===== config.mk =====
export PLATFORM = sky130hd
export DESIGN_NAME = regulator_event_status_flags
export DESIGN_NICKNAME = d
export VERILOG_FILES = /design/src/hw/regulator_event_pkg.sv /design/src/hw/short_duration_filter.sv /design/src/hw/regulator_event_status_flags.sv
export SDC_FILE = /design/constraint.sdc
export NUM_CORES = 1
export LEC_CHECK = 0
export BUFFER_PORTS_ARGS = -buffer_cell sky130_fd_sc_hd__buf_2
export CAP_MARGIN = 15
export CORE_UTILIZATION = 40
export CTS_BUF_LIST = sky130_fd_sc_hd__clkbuf_2 sky130_fd_sc_hd__clkbuf_4 sky130_fd_sc_hd__clkbuf_8
export DETAILED_ROUTE_END_ITERATION = 6
export GPL_ROUTABILITY_DRIVEN = 0
export HOLD_SLACK_MARGIN = 0.1
export PLACE_DENSITY = 0.67
export SLEW_MARGIN = 15
export SYNTH_ARGS = -nofsm -noshare
export SYNTH_HDL_FRONTEND = slang
export SYNTH_SLANG_ARGS = --single-unit

===== constraint.sdc =====
create_clock -name clk -period 2.3 [get_ports clk]
set_input_delay 0.46 -clock clk [delete_from_list [all_inputs] [get_ports clk]]
set_output_delay 0.46 -clock clk [all_outputs]
set_load 0.005 [all_outputs]

===== src/hw/regulator_event_pkg.sv =====
// register offsets, bit positions, reset values and timing for the
// regulator event and live status group.
// assumes a 100 MHz core clock and a byte-wide internal register port.
`default_nettype none

package regulator_event_pkg;

  // ===========================================================
  // register offsets
  localparam logic [7:0] CONVERTER_EVENT_FLAGS_ADDR = 8'h1B;
  localparam logic [7:0] LINEAR_REGULATOR_EVENT_FLAGS_ADDR = 8'h1C;
  localparam logic [7:0] TOP_LIVE_STATUS_ADDR = 8'h1D;
  localparam logic [7:0] CONVERTER_LIVE_STATUS_ADDR = 8'h1E;

  // ===========================================================
  // event register fields (same layout for converters and regulators)
  localparam int UNIT1_POWER_GOOD_BIT = 6;
  localparam int UNIT1_SHORT_BIT = 5;
  localparam int UNIT1_CURRENT_LIMIT_BIT = 4;
  localparam int UNIT0_POWER_GOOD_BIT = 2;
  localparam int UNIT0_SHORT_BIT = 1;
  localparam int UNIT0_CURRENT_LIMIT_BIT = 0;
  localparam logic [7:0] EVENT_WRITABLE_MASK = 8'h77;

  // ===========================================================
  // top live status fields
  localparam int POWER_GOOD_PIN_STATE_BIT = 7;
  localparam int SYNC_CLOCK_INVALID_BIT = 4;
  localparam int THERMAL_SHUTDOWN_STATE_BIT = 3;
  localparam int THERMAL_WARNING_STATE_BIT = 2;
  localparam int INPUT_OVERVOLTAGE_STATE_BIT = 1;

  // ===========================================================
  // converter live status fields
  localparam int CONV1_ENABLED_BIT = 7;
  localparam int CONV1_OUTPUT_INVALID_BIT = 6;
  localparam int CONV1_CURRENT_LIMIT_BIT = 4;
  localparam int CONV0_ENABLED_BIT = 3;
  localparam int CONV0_OUTPUT_INVALID_BIT = 2;
  localparam int CONV0_CURRENT_LIMIT_BIT = 0;

  // ===========================================================
  // reset values
  localparam logic [7:0] EVENT_RESET = 8'h00;
  localparam logic [7:0] STATUS_RESET = 8'h00;
  localparam logic [7:0] READ_UNMAPPED = 8'h00;

  // ===========================================================
  // timing
  localparam int CLK_PERIOD_NS = 10;
  localparam int SHORT_TIME_MS = 1;
  localparam int NS_PER_MS = 1000000;
  localparam int SHORT_CYCLES = (SHORT_TIME_MS * NS_PER_MS + CLK_PERIOD_NS - 1)
                                / CLK_PERIOD_NS;
  localparam int SHORT_COUNT_WIDTH = 32;

  // ===========================================================
  // short filter states
  typedef enum logic [2:0] {
    FILT_IDLE = 3'b001,
    FILT_COUNT = 3'b010,
    FILT_HIT = 3'b100
  } short_filter_state_type;

endpackage

`default_nettype wire


===== src/hw/short_duration_filter.sv =====
// one short-circuit duration filter: raises expired once the output has
// been below its short threshold for more than the configured time.
// assumes below is synchronous to clk.
`default_nettype none

module short_duration_filter
  import regulator_event_pkg::*;
#(
  parameter int HOLD_CYCLES = SHORT_CYCLES
) (
  input wire logic clk,
  input wire logic arst_n,
  input wire logic below,
  output logic expired
);

  // ===========================================================
  // state
  short_filter_state_type state_r, state_nxt;
  logic [SHORT_COUNT_WIDTH-1:0] count_r, count_nxt;
  localparam logic [SHORT_COUNT_WIDTH-1:0] HOLD_LAST =
    SHORT_COUNT_WIDTH'(HOLD_CYCLES);

  always_comb begin
    state_nxt = state_r;
    count_nxt = count_r;
    case (state_r)
      FILT_IDLE: begin
        count_nxt = '0;
        if (below) begin
          state_nxt = FILT_COUNT;
          count_nxt = SHORT_COUNT_WIDTH'(1);
        end
      end
      FILT_COUNT: begin
        if (!below) begin
          state_nxt = FILT_IDLE;
          count_nxt = '0;
        end else if (count_r >= HOLD_LAST) begin
          state_nxt = FILT_HIT;
        end else begin
          count_nxt = count_r + SHORT_COUNT_WIDTH'(1);
        end
      end
      FILT_HIT: begin
        if (!below) begin
          state_nxt = FILT_IDLE;
          count_nxt = '0;
        end
      end
      default: begin
        state_nxt = FILT_IDLE;
        count_nxt = '0;
      end
    endcase
  end

  always_ff @(posedge clk or negedge arst_n) begin
    if (!arst_n) begin
      state_r <= FILT_IDLE;
      count_r <= '0;
    end else begin
      state_r <= state_nxt;
      count_r <= count_nxt;
    end
  end

  assign expired = (state_r == FILT_HIT);

endmodule // short_duration_filter

`default_nettype wire


===== src/hw/regulator_event_status_flags.sv =====
// event latch and live status registers for two converters and two
// linear regulators, reached over the internal register port behind the
// serial control interface.
// assumes all monitor inputs and the register port are synchronous to clk.
`default_nettype none

// Summary of operation
// - converter power-good event sets bit 6/2
// - converter below short over 1 ms sets 5/1
// - converter current limit sets bit 4/0
// - event flag cleared only by writing one
// - regulator power-good event sets bit 6/2
// - regulator below short over 1 ms sets 5/1
// - regulator current limit sets bit 4/0
// - top status bit 7 shows power-good pin
// - top status bit 4 shows sync clock invalid
// - top status bit 3 shows thermal shutdown
// - top status bit 2 shows thermal warning
// - top status bit 1 shows input overvoltage
// - converter status bits 7/3 show enables
// - converter status bits 6/2 show output invalid
// - converter status bits 4/0 show current limit
// - all flags and status reset to zero
// - converter summary clears when event register zero
// - regulator summary clears when event register zero
module regulator_event_status_flags
  import regulator_event_pkg::*;
#(
  parameter int SHORT_HOLD_CYCLES = SHORT_CYCLES
) (
  input wire logic clk,
  input wire logic arst_n,
  input wire logic [7:0] reg_addr,
  input wire logic reg_wr_en,
  input wire logic [7:0] reg_wdata,
  output logic [7:0] reg_rdata,
  input wire logic power_good_pin,
  input wire logic sync_clock_invalid,
  input wire logic thermal_shutdown,
  input wire logic thermal_warning,
  input wire logic input_overvoltage,
  input wire logic [1:0] conv_enabled,
  input wire logic [1:0] conv_output_invalid,
  input wire logic [1:0] conv_current_limit,
  input wire logic [1:0] conv_below_short,
  input wire logic [1:0] linreg_output_invalid,
  input wire logic [1:0] linreg_current_limit,
  input wire logic [1:0] linreg_below_short,
  output logic conv_summary_flag,
  output logic linear_summary_flag
);

  // ===========================================================
  // helpers
  function automatic logic [7:0] w1c_next(
    input logic [7:0] flags,
    input logic [7:0] set,
    input logic wr,
    input logic [7:0] wdata
  );
    logic [7:0] clr;
    clr = wr ? (wdata & EVENT_WRITABLE_MASK) : 8'h00;
    w1c_next = ((flags & ~clr) | set) & EVENT_WRITABLE_MASK;
  endfunction

  function automatic logic [7:0] event_vector(
    input logic [1:0] pg_event,
    input logic [1:0] short_event,
    input logic [1:0] limit_event
  );
    logic [7:0] v;
    v = 8'h00;
    v[UNIT1_POWER_GOOD_BIT] = pg_event[1];
    v[UNIT1_SHORT_BIT] = short_event[1];
    v[UNIT1_CURRENT_LIMIT_BIT] = limit_event[1];
    v[UNIT0_POWER_GOOD_BIT] = pg_event[0];
    v[UNIT0_SHORT_BIT] = short_event[0];
    v[UNIT0_CURRENT_LIMIT_BIT] = limit_event[0];
    event_vector = v;
  endfunction

  // ===========================================================
  // short-circuit duration filters
  logic [3:0] below_all;
  logic [3:0] short_expired;

  assign below_all = {linreg_below_short, conv_below_short};

  genvar gi;
  generate
    for (gi = 0; gi < 4; gi++) begin : g_short
      short_duration_filter #(
        .HOLD_CYCLES(SHORT_HOLD_CYCLES)
      ) u_filter (
        .clk(clk),
        .arst_n(arst_n),
        .below(below_all[gi]),
        .expired(short_expired[gi])
      );
    end
  endgenerate

  // ===========================================================
  // event flags
  logic [7:0] conv_event_r, conv_event_nxt;
  logic [7:0] lin_event_r, lin_event_nxt;
  logic [1:0] conv_invalid_prev_r, conv_invalid_prev_nxt;
  logic [1:0] lin_invalid_prev_r, lin_invalid_prev_nxt;
  logic conv_summary_r, conv_summary_nxt;
  logic lin_summary_r, lin_summary_nxt;
  logic [1:0] conv_pg_event;
  logic [1:0] lin_pg_event;
  logic [7:0] conv_set;
  logic [7:0] lin_set;
  logic conv_event_wr;
  logic lin_event_wr;

  always_comb begin
    conv_event_wr = reg_wr_en && (reg_addr == CONVERTER_EVENT_FLAGS_ADDR);
    lin_event_wr = reg_wr_en &&
                   (reg_addr == LINEAR_REGULATOR_EVENT_FLAGS_ADDR);
    conv_pg_event = conv_output_invalid ^ conv_invalid_prev_r;
    lin_pg_event = linreg_output_invalid ^ lin_invalid_prev_r;
    conv_set = event_vector(conv_pg_event, short_expired[1:0],
                            conv_current_limit);
    lin_set = event_vector(lin_pg_event, short_expired[3:2],
                           linreg_current_limit);
    conv_event_nxt = w1c_next(conv_event_r, conv_set, conv_event_wr,
                              reg_wdata);
    lin_event_nxt = w1c_next(lin_event_r, lin_set, lin_event_wr,
                             reg_wdata);
    conv_invalid_prev_nxt = conv_output_invalid;
    lin_invalid_prev_nxt = linreg_output_invalid;
    conv_summary_nxt = |conv_event_nxt;
    lin_summary_nxt = |lin_event_nxt;
  end

  always_ff @(posedge clk or negedge arst_n) begin
    if (!arst_n) begin
      conv_event_r <= EVENT_RESET;
      lin_event_r <= EVENT_RESET;
      conv_invalid_prev_r <= 2'h0;
      lin_invalid_prev_r <= 2'h0;
      conv_summary_r <= 1'b0;
      lin_summary_r <= 1'b0;
    end else begin
      conv_event_r <= conv_event_nxt;
      lin_event_r <= lin_event_nxt;
      conv_invalid_prev_r <= conv_invalid_prev_nxt;
      lin_invalid_prev_r <= lin_invalid_prev_nxt;
      conv_summary_r <= conv_summary_nxt;
      lin_summary_r <= lin_summary_nxt;
    end
  end

  assign conv_summary_flag = conv_summary_r;
  assign linear_summary_flag = lin_summary_r;

  // ===========================================================
  // live status
  logic [7:0] top_stat_r, top_stat_nxt;
  logic [7:0] conv_stat_r, conv_stat_nxt;

  always_comb begin
    top_stat_nxt = STATUS_RESET;
    top_stat_nxt[POWER_GOOD_PIN_STATE_BIT] = power_good_pin;
    top_stat_nxt[SYNC_CLOCK_INVALID_BIT] = sync_clock_invalid;
    top_stat_nxt[THERMAL_SHUTDOWN_STATE_BIT] = thermal_shutdown;
    top_stat_nxt[THERMAL_WARNING_STATE_BIT] = thermal_warning;
    top_stat_nxt[INPUT_OVERVOLTAGE_STATE_BIT] = input_overvoltage;
    conv_stat_nxt = STATUS_RESET;
    conv_stat_nxt[CONV1_ENABLED_BIT] = conv_enabled[1];
    conv_stat_nxt[CONV0_ENABLED_BIT] = conv_enabled[0];
    conv_stat_nxt[CONV1_OUTPUT_INVALID_BIT] = conv_output_invalid[1];
    conv_stat_nxt[CONV0_OUTPUT_INVALID_BIT] = conv_output_invalid[0];
    conv_stat_nxt[CONV1_CURRENT_LIMIT_BIT] = conv_current_limit[1];
    conv_stat_nxt[CONV0_CURRENT_LIMIT_BIT] = conv_current_limit[0];
  end

  always_ff @(posedge clk or negedge arst_n) begin
    if (!arst_n) begin
      top_stat_r <= STATUS_RESET;
      conv_stat_r <= STATUS_RESET;
    end else begin
      top_stat_r <= top_stat_nxt;
      conv_stat_r <= conv_stat_nxt;
    end
  end

  // ===========================================================
  // read port
  logic [7:0] rdata_r, rdata_nxt;

  always_comb begin
    case (reg_addr)
      CONVERTER_EVENT_FLAGS_ADDR: rdata_nxt = conv_event_r;
      LINEAR_REGULATOR_EVENT_FLAGS_ADDR: rdata_nxt = lin_event_r;
      TOP_LIVE_STATUS_ADDR: rdata_nxt = top_stat_r;
      CONVERTER_LIVE_STATUS_ADDR: rdata_nxt = conv_stat_r;
      default: rdata_nxt = READ_UNMAPPED;
    endcase
  end

  always_ff @(posedge clk or negedge arst_n) begin
    if (!arst_n) begin
      rdata_r <= READ_UNMAPPED;
    end else begin
      rdata_r <= rdata_nxt;
    end
  end

  assign reg_rdata = rdata_r;

endmodule // regulator_event_status_flags

`default_nettype wire


==> reports/results.tsv <==
metric	value	unit
status	completed	
hold path start	linreg_output_invalid[0]	
EDFF count, synth	0	
Worst-Margin Slew	615	ps
final setup vio count	0	
Critical Path Source Type	register	
Slowest-stage cell, CP	or4_4	
crit path launch	g_short[1].u_filter.count_r[13]	
design internal power	4430	µW
synth warn	0	
dpl ws	-79.7	ps
Lkg Pwr	0.00400	µW
final net count	890	
overall power	5890	µW
relative slew slack	59.0	%
fin cells	1122	
Avg Cell Area, Syn	10.5	µm²
worst-path fanout max	9	
CP Data Arrival Time	2510	ps
Multi-input gate area	3390	µm²
fraction of layout cells with a size suffix above 1	17.3	%
Area after DPL	8710	µm²
global-route wire length before repair	26600	µm
Main synth FF type	dfrtp_1	
pwr/cell area	637	nW/µm²
top cells by count, synth	171 x dfrtp_1, 66 x and2_1, 64 x nor2_1	
via count	5773	
Pre-antenna DRT Iters	5	
CP Capture Type	register	
FMAX	0.468	GHz
cells along the critical path	or4_4 > o211ai_4 > nand2_4 > or4_1 > a21oi_1	
register area share after synthesis	55.2	%
# DRC	0	
max incr delay on CP	560	ps
type of the worst setup path	register to register	
initial DRC count	251	
RSZ-0062 raised after global routing	no	
largest net degree at the start of global routing	57	
Net Switching	1460	µW
vias per inst	5.15	
peak supply drop	0.357	mV
most common cell in the netlist	dfrtp_1	
reg2reg start	g_short[1].u_filter.count_r[13]	
Clock Pin Slew Worst Setup and Hold Paths	90	ps
Synth Register Bits	175	
total length of routed wires	16000	µm
final setup TNS	0	ps
worst skew pair latency	460	ps
worst clock skew	21.1	ps
clock root buffer	clkbuf_8	
Initial Util	40.8	%
Final Hold Fails	0	
Die ar.	20400	µm²
n_diodes	0	
initial antenna violation count	0	
sequential power share	54.7	%
final setup margin	164	ps
Tmin final	2140	ps
top-area cell type share of the netlist area	53.9	%
Inserted Clock Buffers	17	
Logic pwr share	8.4	%
buffers added on ports	45	
Synth area leader	dfrtp_1	
cell area after synthesis	7940	µm²
largest cells by area after synthesis	dfrtp_1 54%, and2_1 5.2%, nor2_1 3.0%	
syn nets	801	
HP Class	input port to register	
die span in x	143	µm
Antenna Violating Nets Remaining	0	
sw frac	24.8	%
Final HPWL DP	11400	µm
grt ovf	0	
asr flop ratio synth	100	%
register area	4380	µm²
Clock power frac	36.9	%
DR WL/cell	14.2	µm
Area Overhead vs Synth	16.4	%
cell area after layout	9240	µm²
postcts setup bufs	0	
Max Transition Viols Final	0	
WP data required	2670	ps
Tcrit/Tclk final	92.9	%
core area	19500	µm²
CTS tree	yes	
htree depth	4	
GRT Overall Usage	16.7	%
Ports	48	
clk buf depth	2	
placed cell count	1081	
vias in the first global route	5570	
Site Rows	51	
Die Height	143	µm
Post-Syn Instances	755	
clock sinks	175	
library cells used by synthesis	69	
Filler cells	1781	
MaxCap Viol Count	0	
-- critical path: cells and delay by family (launching register included) --
| kind | cells | cell delay (ps) |
|---|---|---|
| AND/OR/NAND/NOR | 3 | 1210 |
| AO/OA/AOI/OAI | 2 | 430 |
| flip-flops | 1 | 430 |
-- cell type report --
cell class	count	area share [%]
repair buffers	95	7.11
flip-flops and latches	175	47.4
clock buffers	21	3.06
well taps	265	3.59
multi-input cells	537	36.7
clock inverters	11	1.38
inverters	18	0.731
-- cell families after synthesis --
group	synth area share, %
buffers and inverters	2.43
xor gates and xnor gates	4.74
adders and majority gates	1.26
muxes	0.630
DFF	55.2
and+or+nand+nor	26.1
AOI/OAI and AO/OA	9.63
-- state kept, by name, indices dropped and copies added, names as in the netlist, 2 cells and up --
name / count
reg_rdata: 8
g_short.u_filter.state_r: 12
conv_stat_r: 5
lin_event_r: 6
top_stat_r: 5
lin_invalid_prev_r: 2
g_short.u_filter.count_r: 128
conv_event_r: 6
-- timing repair --
action,CTS,global route
hold buffers,10,0
resized for setup,0,6
setup endpoints to repair,0,4
endpoints found under the hold margin,47,0
-- path summary, 6_finish.rpt --
kind / endpoint / slack [ps] / cells after the start
setup / recovery: g_short[1].u_filter.count_r[15] / 160 / 5
hold / removal: lin_invalid_prev_r[0] / 160 / 1
setup reg to reg: g_short[1].u_filter.count_r[15] / 160 / 5
hold reg to reg: g_short[1].u_filter.count_r[25] / 490 / 1
max in group asynchronous: g_short[0].u_filter.count_r[9] / 1150 / 3
min in group asynchronous: g_short[1].u_filter.count_r[16] / 480 / 2
-- layer usage --
metal  wire [µm]  global-route usage (%)  vias up
met5           0                       0        -
li1            -                       -     2843
met4         180                    5.77        0
met3         438                    3.96       12
met1        7690                    22.2     2858
met2        7650                    26.5       60
-- power by group through the flow --
stage / combinational (µW) / sequential (µW) / clock [µW]
after floorplan: 298 / 3250 / 0
after global routing: 560 / 3230 / 2380
after global placement: 478 / 3280 / 0
after detailed placement: 488 / 3280 / 0
after CTS: 506 / 3220 / 2250
final: 498 / 3220 / 2170
-- through the flow --
| step | hold slack [ps] | util, % |
|---|---|---|
| after global routing | 128 | 47.5 |
| final | 158 | 47.5 |
| after detailed placement | 419 | 44.8 |
| after CTS | 136 | 47.4 |
| after global placement | 412 | 44.8 |
| after floorplan | 164 | - |
-- placed cells by master (no fill, tap or decap), types with 7 or more instances in the layout --
cell	count
and2_1	66
and3_1	12
clkbuf_8	20
xor2_1	26
ha_1	8
dlygate4sd3_1	10
a21o_1	11
or4_1	12
buf_4	38
a31oi_1	7
nor2_1	64
buf_2	44
nand2_1	54
nor4_1	17
a21oi_1	20
inv_1	18
dfrtp_1	171
o211ai_1	8
nand2b_1	15
nand4_1	24
nor3_1	16
nand3_1	40
o21ai_0	28
xnor2_1	17
nor2b_1	8
Note: power is estimated with default switching activity, not from simulation.
